[src/design/regctl_pkg.sv]
package regctl_pkg;
    // Register addresses
    localparam logic [7:0] ADDR_SWITCHING_MODE = 8'h07;
    localparam logic [7:0] ADDR_RAIL_ENABLE = 8'h10;
    localparam logic [7:0] ADDR_STARTUP_SHUTDOWN = 8'h12;
    localparam logic [7:0] ADDR_VOLTAGE_CHANGE = 8'h20;
    localparam logic [7:0] ADDR_RAMP_RATE = 8'h21;
    localparam logic [7:0] RESET_VALUE = 8'h00;
    // Field positions
    localparam int SOFTWARE_CONTROL_BIT = 7;
    localparam int MASK_HARD_SHUTDOWN_BIT = 7;
    localparam int BUCK_BOOST_MODE_BIT = 6;
    localparam int NUM_RAILS = 7;
    localparam int NUM_SLEW = 4;
    localparam int NUM_STEP_DOWN = 3;
    localparam int TARGET_WIDTH = 5;
    localparam int RATE_WIDTH = 2;
    localparam logic [7:0] SWITCHING_MODE_MASK = 8'h7f;
    // Ramp step interval in cycles at rate code 3, doubled per lower code
    localparam logic [11:0] RATE_STEP_BASE = 12'h020;

    typedef enum logic [1:0] {
        MODE_PULSE_SKIP = 2'b00,
        MODE_BURST = 2'b01,
        MODE_FORCED_CONT = 2'b10,
        MODE_UNUSED = 2'b11
    } step_mode_t;
endpackage : regctl_pkg

[src/design/slew_if.sv]
`timescale 1ns/1ns
interface slew_if;
    logic go;
    logic [4:0] target;
    logic [1:0] rate;
    logic [4:0] ref_value;
    logic done;
    modport ctl(output go, output target, output rate, input ref_value,
        input done);
    modport dac(input go, input target, input rate, output ref_value,
        output done);
endinterface : slew_if

[src/design/reference_slewer.sv]
`timescale 1ns/1ns
module reference_slewer
    import regctl_pkg::*;
(
    // Clock and reset
    input wire logic clk_sys,
    input wire logic rst,
    // Control
    slew_if.dac sl
);
    logic [4:0] ref_r;
    logic [11:0] tick_r;
    logic active_r;
    logic done_r;

    // Faster rate codes give shorter step intervals
    function automatic logic [11:0] step_interval(input logic [1:0] code);
        step_interval = RATE_STEP_BASE << (2'd3 - code);
    endfunction : step_interval

    always_ff @(posedge clk_sys) begin
        if (rst) begin
            ref_r <= 5'h00;
            tick_r <= 12'h000;
            active_r <= 1'b0;
            done_r <= 1'b0;
        end else begin
            done_r <= 1'b0;
            if (sl.go && !active_r && !done_r) begin
                active_r <= 1'b1;
                tick_r <= 12'h000;
            end else if (active_r) begin
                if (ref_r == sl.target) begin
                    active_r <= 1'b0;
                    done_r <= 1'b1;
                end else if (tick_r >= step_interval(sl.rate)) begin
                    tick_r <= 12'h000;
                    // Steps one code at a time either way
                    if (ref_r < sl.target)
                        ref_r <= ref_r + 5'h01;
                    else
                        ref_r <= ref_r - 5'h01;
                end else begin
                    tick_r <= tick_r + 12'h001;
                end
            end
        end
    end

    assign sl.ref_value = ref_r;
    assign sl.done = done_r;
endmodule : reference_slewer

[src/design/regulator_control_registers.sv]
`timescale 1ns/1ns
module regulator_control_registers
    import regctl_pkg::*;
(
    // Clock and reset
    input wire logic clk_sys,
    input wire logic rst,
    // Register port from the serial interface
    input wire logic reg_wr,
    input wire logic [7:0] reg_addr,
    input wire logic [7:0] reg_wdata,
    output logic [7:0] reg_rdata,
    // Pins
    input wire logic power_on_input,
    input wire logic [6:0] rail_enable_pins,
    input wire logic [6:0] rail_discharged,
    input wire logic power_good_fail_extended,
    // Target words, first and second: ldo2, step3, step2, step1 order
    input wire logic [19:0] target_first,
    input wire logic [19:0] target_second,
    // Regulator controls
    output logic [5:0] step_mode,
    output logic buck_boost_burst,
    output logic [6:0] rail_enable,
    output logic [6:0] discharge_engage,
    output logic hard_shutdown,
    output logic [19:0] reference_value
);
    logic [7:0] switching_mode_control_r;
    logic [7:0] rail_enable_control_r;
    logic [7:0] startup_shutdown_control_r;
    logic [7:0] voltage_change_control_r;
    logic [7:0] ramp_rate_control_r;
    logic [6:0] requested;
    logic [3:0] slew_done;
    logic [5:0] step_mode_nxt;

    function automatic logic [4:0] word_of(input logic [19:0] w,
                                           input int idx);
        word_of = w[idx*TARGET_WIDTH +: TARGET_WIDTH];
    endfunction : word_of

    // Every register write funnels through one decode, so a register
    // added later cannot pick up a subtly different strobe condition
    function automatic logic write_hit(input logic wr,
                                       input logic [7:0] addr,
                                       input logic [7:0] match);
        write_hit = wr && (addr == match);
    endfunction : write_hit

    // ----------------------------------------------------------------
    // Switching mode, startup and ramp rate registers
    // ----------------------------------------------------------------
    always_ff @(posedge clk_sys) begin
        if (rst) begin
            switching_mode_control_r <= RESET_VALUE;
            startup_shutdown_control_r <= RESET_VALUE;
            ramp_rate_control_r <= RESET_VALUE;
        end else begin
            // Bit 7 has no function and is masked so it always reads zero
            if (write_hit(reg_wr, reg_addr, ADDR_SWITCHING_MODE))
                switching_mode_control_r <=
                    reg_wdata & SWITCHING_MODE_MASK;
            if (write_hit(reg_wr, reg_addr, ADDR_STARTUP_SHUTDOWN))
                startup_shutdown_control_r <= reg_wdata;
            if (write_hit(reg_wr, reg_addr, ADDR_RAMP_RATE))
                ramp_rate_control_r <= reg_wdata;
        end
    end

    // ----------------------------------------------------------------
    // Enable register, cleared while power-on pin is low
    // ----------------------------------------------------------------
    always_ff @(posedge clk_sys) begin
        if (rst || !power_on_input)
            rail_enable_control_r <= RESET_VALUE;
        else if (write_hit(reg_wr, reg_addr, ADDR_RAIL_ENABLE))
            rail_enable_control_r <= reg_wdata;
    end

    // ----------------------------------------------------------------
    // Voltage change: go bits set by host, cleared on completion
    // ----------------------------------------------------------------
    always_ff @(posedge clk_sys) begin
        if (rst) begin
            voltage_change_control_r <= RESET_VALUE;
        end else begin
            for (int i = 0; i < NUM_SLEW; i++) begin
                // A fresh go write wins over a same-cycle completion
                // The slewer sees a go bit one cycle after the write lands
                if (write_hit(reg_wr, reg_addr, ADDR_VOLTAGE_CHANGE)) begin
                    voltage_change_control_r[2*i] <= reg_wdata[2*i];
                    voltage_change_control_r[2*i+1] <= reg_wdata[2*i+1];
                end else if (slew_done[i]) begin
                    voltage_change_control_r[2*i] <= 1'b0;
                end
            end
        end
    end

    // ----------------------------------------------------------------
    // Slewing references
    // ----------------------------------------------------------------
    // Select bits are read live: a select change mid-slew retargets it
    for (genvar g = 0; g < NUM_SLEW; g++) begin : g_slew
        slew_if sl();
        assign sl.go = voltage_change_control_r[2*g];
        assign sl.target = voltage_change_control_r[2*g+1] ?
            word_of(target_second, g) : word_of(target_first, g);
        assign sl.rate = ramp_rate_control_r[g*RATE_WIDTH +: RATE_WIDTH];
        assign slew_done[g] = sl.done;
        assign reference_value[g*TARGET_WIDTH +: TARGET_WIDTH] =
            sl.ref_value;
        reference_slewer u_slewer (
            .clk_sys(clk_sys),
            .rst(rst),
            .sl(sl)
        );
    end

    // ----------------------------------------------------------------
    // Regulator controls
    // ----------------------------------------------------------------
    always_comb begin
        for (int i = 0; i < NUM_STEP_DOWN; i++) begin
            // Unused code leaves the previous mode in force
            if (switching_mode_control_r[2*i +: 2] == MODE_UNUSED)
                step_mode_nxt[2*i +: 2] = step_mode[2*i +: 2];
            else
                step_mode_nxt[2*i +: 2] =
                    switching_mode_control_r[2*i +: 2];
        end
    end

    always_ff @(posedge clk_sys) begin
        if (rst) begin
            step_mode <= 6'h00;
            buck_boost_burst <= 1'b0;
        end else begin
            step_mode <= step_mode_nxt;
            buck_boost_burst <=
                switching_mode_control_r[BUCK_BOOST_MODE_BIT];
        end
    end

    always_comb begin
        if (rail_enable_control_r[SOFTWARE_CONTROL_BIT])
            requested = rail_enable_control_r[6:0];
        else
            requested = rail_enable_control_r[6:0] | rail_enable_pins;
    end

    // ----------------------------------------------------------------
    // Rail enables
    // ----------------------------------------------------------------
    always_ff @(posedge clk_sys) begin
        if (rst) begin
            rail_enable <= 7'h00;
        end else begin
            for (int i = 0; i < NUM_RAILS; i++) begin
                // Waiting rails hold off until discharged below 300mV
                if (startup_shutdown_control_r[i])
                    rail_enable[i] <= requested[i];
                else
                    rail_enable[i] <= requested[i] &
                        (rail_enable[i] | rail_discharged[i]);
            end
        end
    end

    // ----------------------------------------------------------------
    // Discharge resistors
    // ----------------------------------------------------------------
    // Immediate-start rails never engage the resistor, even when off
    always_ff @(posedge clk_sys) begin
        if (rst) begin
            discharge_engage <= 7'h00;
        end else begin
            for (int i = 0; i < NUM_RAILS; i++)
                discharge_engage[i] <= !startup_shutdown_control_r[i] &&
                    !requested[i];
        end
    end

    // ----------------------------------------------------------------
    // Power-good hard shutdown
    // ----------------------------------------------------------------
    always_ff @(posedge clk_sys) begin
        if (rst)
            hard_shutdown <= 1'b0;
        else
            hard_shutdown <= power_good_fail_extended &
                !startup_shutdown_control_r[MASK_HARD_SHUTDOWN_BIT];
    end

    // ----------------------------------------------------------------
    // Read-back
    // ----------------------------------------------------------------
    // Combinational so the serial side can fetch in the addressed cycle
    always_comb begin
        unique case (reg_addr)
            ADDR_SWITCHING_MODE: reg_rdata = switching_mode_control_r;
            ADDR_RAIL_ENABLE: reg_rdata = rail_enable_control_r;
            ADDR_STARTUP_SHUTDOWN: reg_rdata = startup_shutdown_control_r;
            ADDR_VOLTAGE_CHANGE: reg_rdata = voltage_change_control_r;
            ADDR_RAMP_RATE: reg_rdata = ramp_rate_control_r;
            default: reg_rdata = RESET_VALUE;
        endcase
    end
endmodule : regulator_control_registers

[config.mk]
export PLATFORM = sky130hd
export DESIGN_NAME = regulator_control_registers
export DESIGN_NICKNAME = d
export VERILOG_FILES = /design/src/design/regctl_pkg.sv /design/src/design/slew_if.sv /design/src/design/reference_slewer.sv /design/src/design/regulator_control_registers.sv
export SDC_FILE = /design/constraint.sdc
export NUM_CORES = 1
export LEC_CHECK = 0
export BUFFER_PORTS_ARGS = -buffer_cell sky130_fd_sc_hd__clkbuf_2
export CAP_MARGIN = 20
export CORE_MARGIN = 10
export CORE_UTILIZATION = 51
export DETAILED_ROUTE_END_ITERATION = 6
export HOLD_SLACK_MARGIN = 0.15
export PLACE_DENSITY_LB_ADDON = 0.15
export SYNTH_ARGS = -nofsm -noshare
export SYNTH_HDL_FRONTEND = slang
export SYNTH_SLANG_ARGS = --single-unit
[constraint.sdc]
create_clock -name clk_sys -period 3.29 [get_ports clk_sys]
set_input_delay 0.1645 -clock clk_sys [delete_from_list [all_inputs] [get_ports clk_sys]]
set_output_delay 0.1645 -clock clk_sys [all_outputs]
set_load 0.05 [all_outputs]
==> results.yml, run 1 <==
outcome:
  status: "complete, no violations"
route:
  postRouteAntennaNets: 0
  post-route-drc-count: 0
  postRouteWirelength_um: 18000
  route.vias.total: 6096
  drt-wirelength-per-cell_um: 15.6
  drt_first_iter_violations: 233
  routed_vias_inst: 5.30
  detail_route.first_pass.iterations: 5
setup_path:
  cp_arrival_ps: 3430
  type_of_destination_of_the_critical_path: "register"
  critPathRequiredTime_ps: 3600
  timing.reg2reg.worst_path_depth: 13
  critPathLaunchType: "register"
  crit_type: "register to register"
  worst-path-max-fanout: 4
synthesis:
  syn-cell-area_mm2: 0.00746
  synth_top_area_share_pct: 36.7
  synth_top_area_cell: "dfxtp_1"
  ys_ff_latch: 137
  post_synth.cell_area_avg_um2: 9.31
  ys_dominant_reg_cell: "dfxtp_1"
  yosysMostFrequentCell: "nor2_1"
  synth_nets: 939
  synth-warning-count: 0
  yosysSeqAreaShare_pct: 36.7
  synth.lib_cells_used.distinct: 61
  synthArstFlopShare_pct: 0
  synthTopCellsByArea: "dfxtp_1, ha_1, mux2i_1"
  synth_enable_flop_cells: 0
  netlist_instances: 802
  synth_top_cells_by_count: "nor2_1, dfxtp_1, mux2i_1"
global_routing:
  first_global_vias: 6149
  grt_first_pass_wirelength_um: 30000
  largest_net_degree_at_the_start_of_global_routing: 35
  grt_usage_pct: 18.2
  overflow: 0
  antenna_violations_before_repair: 0
timing:
  worst_clock_skew_ps: 9.27
  setup_tns_ps: 0
  layout_worst_path_cycle_share_pct: 94.9
  slew_of_the_pin_with_the_lowest_slew_margin_ps: 698
  hold_viol_final: 0
  setup_viol_count_final: 0
  min_period_ps: 3120
  rsz0062_at_grt: "no"
  fmax_ghz: 0.320
  slew_viol_final: 0
  worst_slew_margin_rel_pct: 53.4
flow_run:
  max-cap-violations: 0
floorplan:
  overall_die_width_um: 141
  ioPinCount: 125
  effective_utilization_at_floorplan_pct: 51.7
  design.core.area_mm2: 0.0144
  row_count: 44
  floorplan.die.height_um: 141
  fp.dieArea_mm2: 0.0199
placement:
  gp_congestion: 0.848
  dp.cells: 1092
  post_dp_cell_area_mm2: 0.00824
  number_of_port_buffers: 124
  detailed_place_hpwl_um: 13300
clock_tree:
  tritoncts_num_sinks: 137
  clkLatencyLatePin_ps: 420
  clk_buf_depth: 2
  cts_made_buffers: 17
  clock-root-buffer: "clkbuf_16"
  cts.clk_slew.worst_paths_ps: 60
  htreeDepth: 4
  cts_tree: "built"
  cts.repair_timing.setup_buffer_count: 0
min_path:
  hold_depth: 3
  min_path_type: "input pin to register"
final_layout:
  antennaDiodeCount: 0
  number_of_nets_in_the_finished_design: 1091
  final_core_util_pct: 63.2
  final_layout_size_suffix_gt1_share_pct: 22.1
  layout.cells.non_filler: 1151
  syn_to_final_growth_pct: 22.2
  finalInstanceArea_mm2: 0.00912
power_and_ir_drop:
  leakagePower_nw: 4.12
  power.density_cell_area_mw_per_mm2: 424
  irDropWorstVdd_mv: 0.365
==> layer usage <==
| metal | track usage (%) | up-vias | part of all wire, % |
|---|---|---|---|
| li1 | - | 3113 | - |
| met1 | 22.4 | 2833 | 47 |
| met2 | 28.7 | 129 | 46 |
| met3 | 6.25 | 21 | 5.9 |
| met4 | 6.63 | 0 | 1.7 |
| met5 | 0 | - | 0 |
==> path summary, 6_finish.rpt <==
check                                             start                                         endpoint  slack (ps)
min                                      power_on_input            rail_enable_control_r[3]$_SDFFE_PP0P_         250
min reg2reg  g_slew[3].u_slewer.tick_r[11]$_SDFFE_PP0P_       g_slew[3].u_slewer.tick_r[11]$_SDFFE_PP0P_         490
max reg2reg    voltage_change_control_r[5]$_SDFFE_PP0P_  g_slew[2].u_slewer.sl.ref_value[4]$_SDFFE_PP0P_         170
max            voltage_change_control_r[5]$_SDFFE_PP0P_  g_slew[2].u_slewer.sl.ref_value[4]$_SDFFE_PP0P_         170
==> registers in the layout (all words and copies together) (netlist names), 6 cells and up <==
name	count
voltage_change_control_r	8
rail_enable	7
g_slew.u_slewer.sl.ref_value	20
step_mode	6
discharge_engage	7
g_slew.u_slewer.tick_r	48
rail_enable_control_r	8
startup_shutdown_control_r	8
switching_mode_control_r	7
ramp_rate_control_r	8
==> worst max-delay path, cell delays in order, from the launching register on <==
cell      delay, ps
dfxtp_1         400
mux2_2          360
ha_1            170
nand2b_1        150
a21oi_1         190
o21ai_0         100
nand2b_1        100
inv_1            50
fa_1            380
and3b_1         240
nor2_1           50
a2111o_1        350
a21oi_2         170
mux2_4          310
==> logic make-up (layout without fill, tap and decap cells) <==
logic type	after synthesis	after routing	share of synthesized area, %
buffers and inverters	53	218	3.13
AND/OR/NAND/NOR	315	315	22.0
adder cells (fa/ha/maj)	62	62	10.8
flip-flops	137	137	36.7
XOR/XNOR	45	45	5.28
multiplexers	83	83	11.5
AO/OA/AOI/OAI	107	107	10.6
==> cell type report <==
class / count / area, um2
repair buffers: 159 / 951
fillers: 1237 / 5300
clock buffers: 18 / 429
clock inverters: 14 / 174
flip-flops and latches: 137 / 2750
multi-input cells: 612 / 4490
inverters: 27 / 101
well taps: 184 / 230
==> per-stage QoR <==
step                worst slack [ps]  hold WS [ps]  power [mW]
finish                           168           251        3.86
global route                    6.61           280        3.99
CTS                              114           246        3.90
detailed placement               130           420        1.93
global placement                 184           418        1.93
floorplan                       6.71           305        1.84
==> repair_timing <==
item | in CTS | in global routing
endpoints found under the setup margin | 0 | 4
hold buffers | 27 | 0
endpoints found under the hold margin | 53 | 0
gates resized for setup | 0 | 5
==> cells in the final DEF (no fill, tap or decap), drive strengths merged, types with 9 or more instances in the layout <==
cell         netlist  final
nor3              25     25
dlygate4sd3        0     27
xor2              22     22
a21o              10     10
clkbuf             9    141
nand3             21     21
buf               17      9
nor2             146    146
mux2i             69     69
a21oi             45     45
o21ai             16     16
ha                58     58
nor3b             22     22
inv               27     29
nor2b             12     12
nand2             33     33
mux2              14     14
dfxtp            137    137
xnor2             23     23
nand2b            15     15
==> where the power goes <==
group	total, mW	switching, mW	internal [mW]
registers	1.67	0.00430	1.67
logic	0.245	0.144	0.101
clock network	1.95	0.750	1.20
No activity file was read; power rests on OpenSTA's default activity.
==> run 2, diff against run 1 <==
--- a/config.mk
+++ b/config.mk
@@ -11,7 +11,7 @@
 export CORE_UTILIZATION = 51
 export DETAILED_ROUTE_END_ITERATION = 6
 export HOLD_SLACK_MARGIN = 0.15
-export PLACE_DENSITY_LB_ADDON = 0.15
+export PLACE_DENSITY = 0.79
 export SYNTH_ARGS = -nofsm -noshare
 export SYNTH_HDL_FRONTEND = slang
 export SYNTH_SLANG_ARGS = --single-unit
==> results.yml, run 2 (synthesized netlist as in run 1, its figures left out) <==
power_and_ir_drop:
  leakagePower_nw: 4.11
  power.density_cell_area_mw_per_mm2: 407
  report.power.total_mw: 3.69
  irDropWorstVdd_mv: 0.394
final_layout:
  largest_register: "g_slew.u_slewer.tick_r"
  final_layout_size_suffix_gt1_share_pct: 21.4
  antennaDiodeCount: 0
  syn_to_final_growth_pct: 21.6
  final_core_util_pct: 62.9
  layout.filler_cells: 1207
  number_of_nets_in_the_finished_design: 1091
  flip_flop_count_of_the_largest_register_after_layout: 48
  final_common_cell: "nor2_1"
  layout.cells.most_common_list: "nor2_1, dfxtp_1, clkbuf_2, mux2i_1, ha_1"
global_routing:
  grt_usage_pct: 18.3
  largest_net_degree_at_the_start_of_global_routing: 91
  first_global_vias: 6158
  overflow: 0
  antenna_violations_before_repair: 0
  grt_first_pass_wirelength_um: 30200
setup_path:
  critPathRequiredTime_ps: 3590
  cp_arrival_ps: 3420
  crit_type: "register to register"
  internal_reg_to_reg_setup_slack_ps: 180
  crit_start: "voltage_change_control_r[3]$_SDFFE_PP0P_"
  critical_path.reg2reg.endpoint: "g_slew[1].u_slewer.sl.ref_value[4]$_SDFFE_PP0P_"
  critPathLaunchType: "register"
  ordered_list_of_cells_on_the_worst_path: "mux2i_1 -> ha_1 -> a21o_1 -> a211o_1 -> fa_1 -> a21o_1 -> a211oi_1 -> o31ai_1 -> a21oi_2 -> mux2_1"
  critical_path.max_stage_delay_ps: 500
  worst-path-max-fanout: 7
  type_of_destination_of_the_critical_path: "register"
  timing.reg2reg.worst_path_depth: 10
  slowest_stage: "dfxtp_1"
  setup.worst_path.end: "g_slew[1].u_slewer.sl.ref_value[4]$_SDFFE_PP0P_"
  crit_top_cell: "a21o_1"
  rr_startpoint: "voltage_change_control_r[3]$_SDFFE_PP0P_"
route:
  wl_met1_um: 8000
  routed_vias_inst: 5.39
  postRouteWirelength_um: 17900
  maxUsedRoutingLayer: "met4"
  route.vias.total: 6188
  drt-wirelength-per-cell_um: 15.6
  wl_met3_um: 1090
  drt_first_iter_violations: 360
  postRouteAntennaNets: 0
  wl_met2_um: 8570
  detail_route.first_pass.iterations: 6
  post-route-drc-count: 0
timing:
  rsz0062_at_grt: "no"
  fmax_ghz: 0.321
  worst_clock_skew_ps: 5.12
  slew_viol_final: 0
  slew_of_the_pin_with_the_lowest_slew_margin_ps: 615
  layout_worst_path_cycle_share_pct: 94.6
  min_period_ps: 3110
  worst_slew_margin_rel_pct: 58.9
  hold_viol_final: 0
  setup_tns_ps: 0
  setup_viol_count_final: 0
clock_tree:
  clock-root-buffer: "clkbuf_16"
  cts.clk_slew.worst_paths_ps: 60
  clkLatencyLatePin_ps: 420
  clk_buf_depth: 2
  cts_made_buffers: 17
  tritoncts_num_sinks: 137
  htreeDepth: 4
  cts_tree: "built"
outcome:
  status: "complete, no violations"
min_path:
  timing.hold.worst.start: "power_on_input"
  min_path_type: "input pin to register"
floorplan:
  ioPinCount: 125
  row_count: 44
  floorplan.die.height_um: 141
  design.core.area_mm2: 0.0144
  effective_utilization_at_floorplan_pct: 51.7
  overall_die_width_um: 141
  fp.dieArea_mm2: 0.0199
placement:
  gp_congestion: 0.824
  number_of_port_buffers: 124
  detailed_place_hpwl_um: 12800
flow_run:
  max-cap-violations: 0
## run 2: how the worst min path moves through the flow
stage / end / cells after the start
after detailed placement: hard_shutdown$_SDFF_PP0_ / 2
after global routing: rail_enable_control_r[0]$_SDFFE_PP0P_ / 3
after global placement: hard_shutdown$_SDFF_PP0_ / 2
after floorplan: voltage_change_control_r[0]$_SDFFE_PP0P_ / 2
final: rail_enable_control_r[4]$_SDFFE_PP0P_ / 3
after CTS: rail_enable_control_r[3]$_SDFFE_PP0P_ / 3
## run 2: per-stage QoR
stage / setup slack [ps] / hold slack [ps] / cell area (um2) / cells
2_1_floorplan: 6.71 / 305 / 7460 / 802
3_3_place_gp: 207 / 415 / 8250 / 1091
3_5_place_dp: 101 / 420 / 8250 / 1091
4_1_cts: 81.5 / 180 / 9070 / 1148
5_1_grt: 0.756 / 226 / 9070 / 1148
6_report: 177 / 192 / 9070 / 1148
## run 2: layer usage
| metal | vias to the layer above | track usage, % |
|---|---|---|
| met1 | 2899 | 22.2 |
| met4 | 0 | 5.82 |
| li1 | 3118 | - |
| met5 | - | 0 |
| met3 | 16 | 6.15 |
| met2 | 155 | 29.8 |
## run 2: cell type report
| cell class | instances | area, um2 | area share (%) |
|---|---|---|---|
| inverters | 27 | 101 | 1.12 |
| repair buffers | 159 | 966 | 10.6 |
| well taps | 184 | 230 | 2.54 |
| clock buffers | 26 | 499 | 5.50 |
| flip-flops and latches | 137 | 2750 | 30.3 |
| clock inverters | 3 | 40.0 | 0.441 |
| multi-input cells | 612 | 4490 | 49.5 |
## run 2: power breakdown
part | switching (mW) | internal, mW | total (mW)
combinational | 0.148 | 0.102 | 0.250
sequential | 0.00478 | 1.67 | 1.67
clock | 0.663 | 1.10 | 1.77
## run 2: critical path, delay by kind of cell, from the launching register on
| kind | cells | cell delay (ps) |
|---|---|---|
| AOI/OAI and AO/OA | 6 | 1270 |
| DFF | 1 | 500 |
| muxes | 2 | 550 |
| adders and majority gates | 2 | 690 |
## run 2: what timing repair did
action / CTS / global route
endpoints found under the hold margin: 54 / 0
hold buffers: 28 / 0
resized for setup: 0 / 5
setup buffers: 0 / 0
setup endpoints to repair: 0 / 3
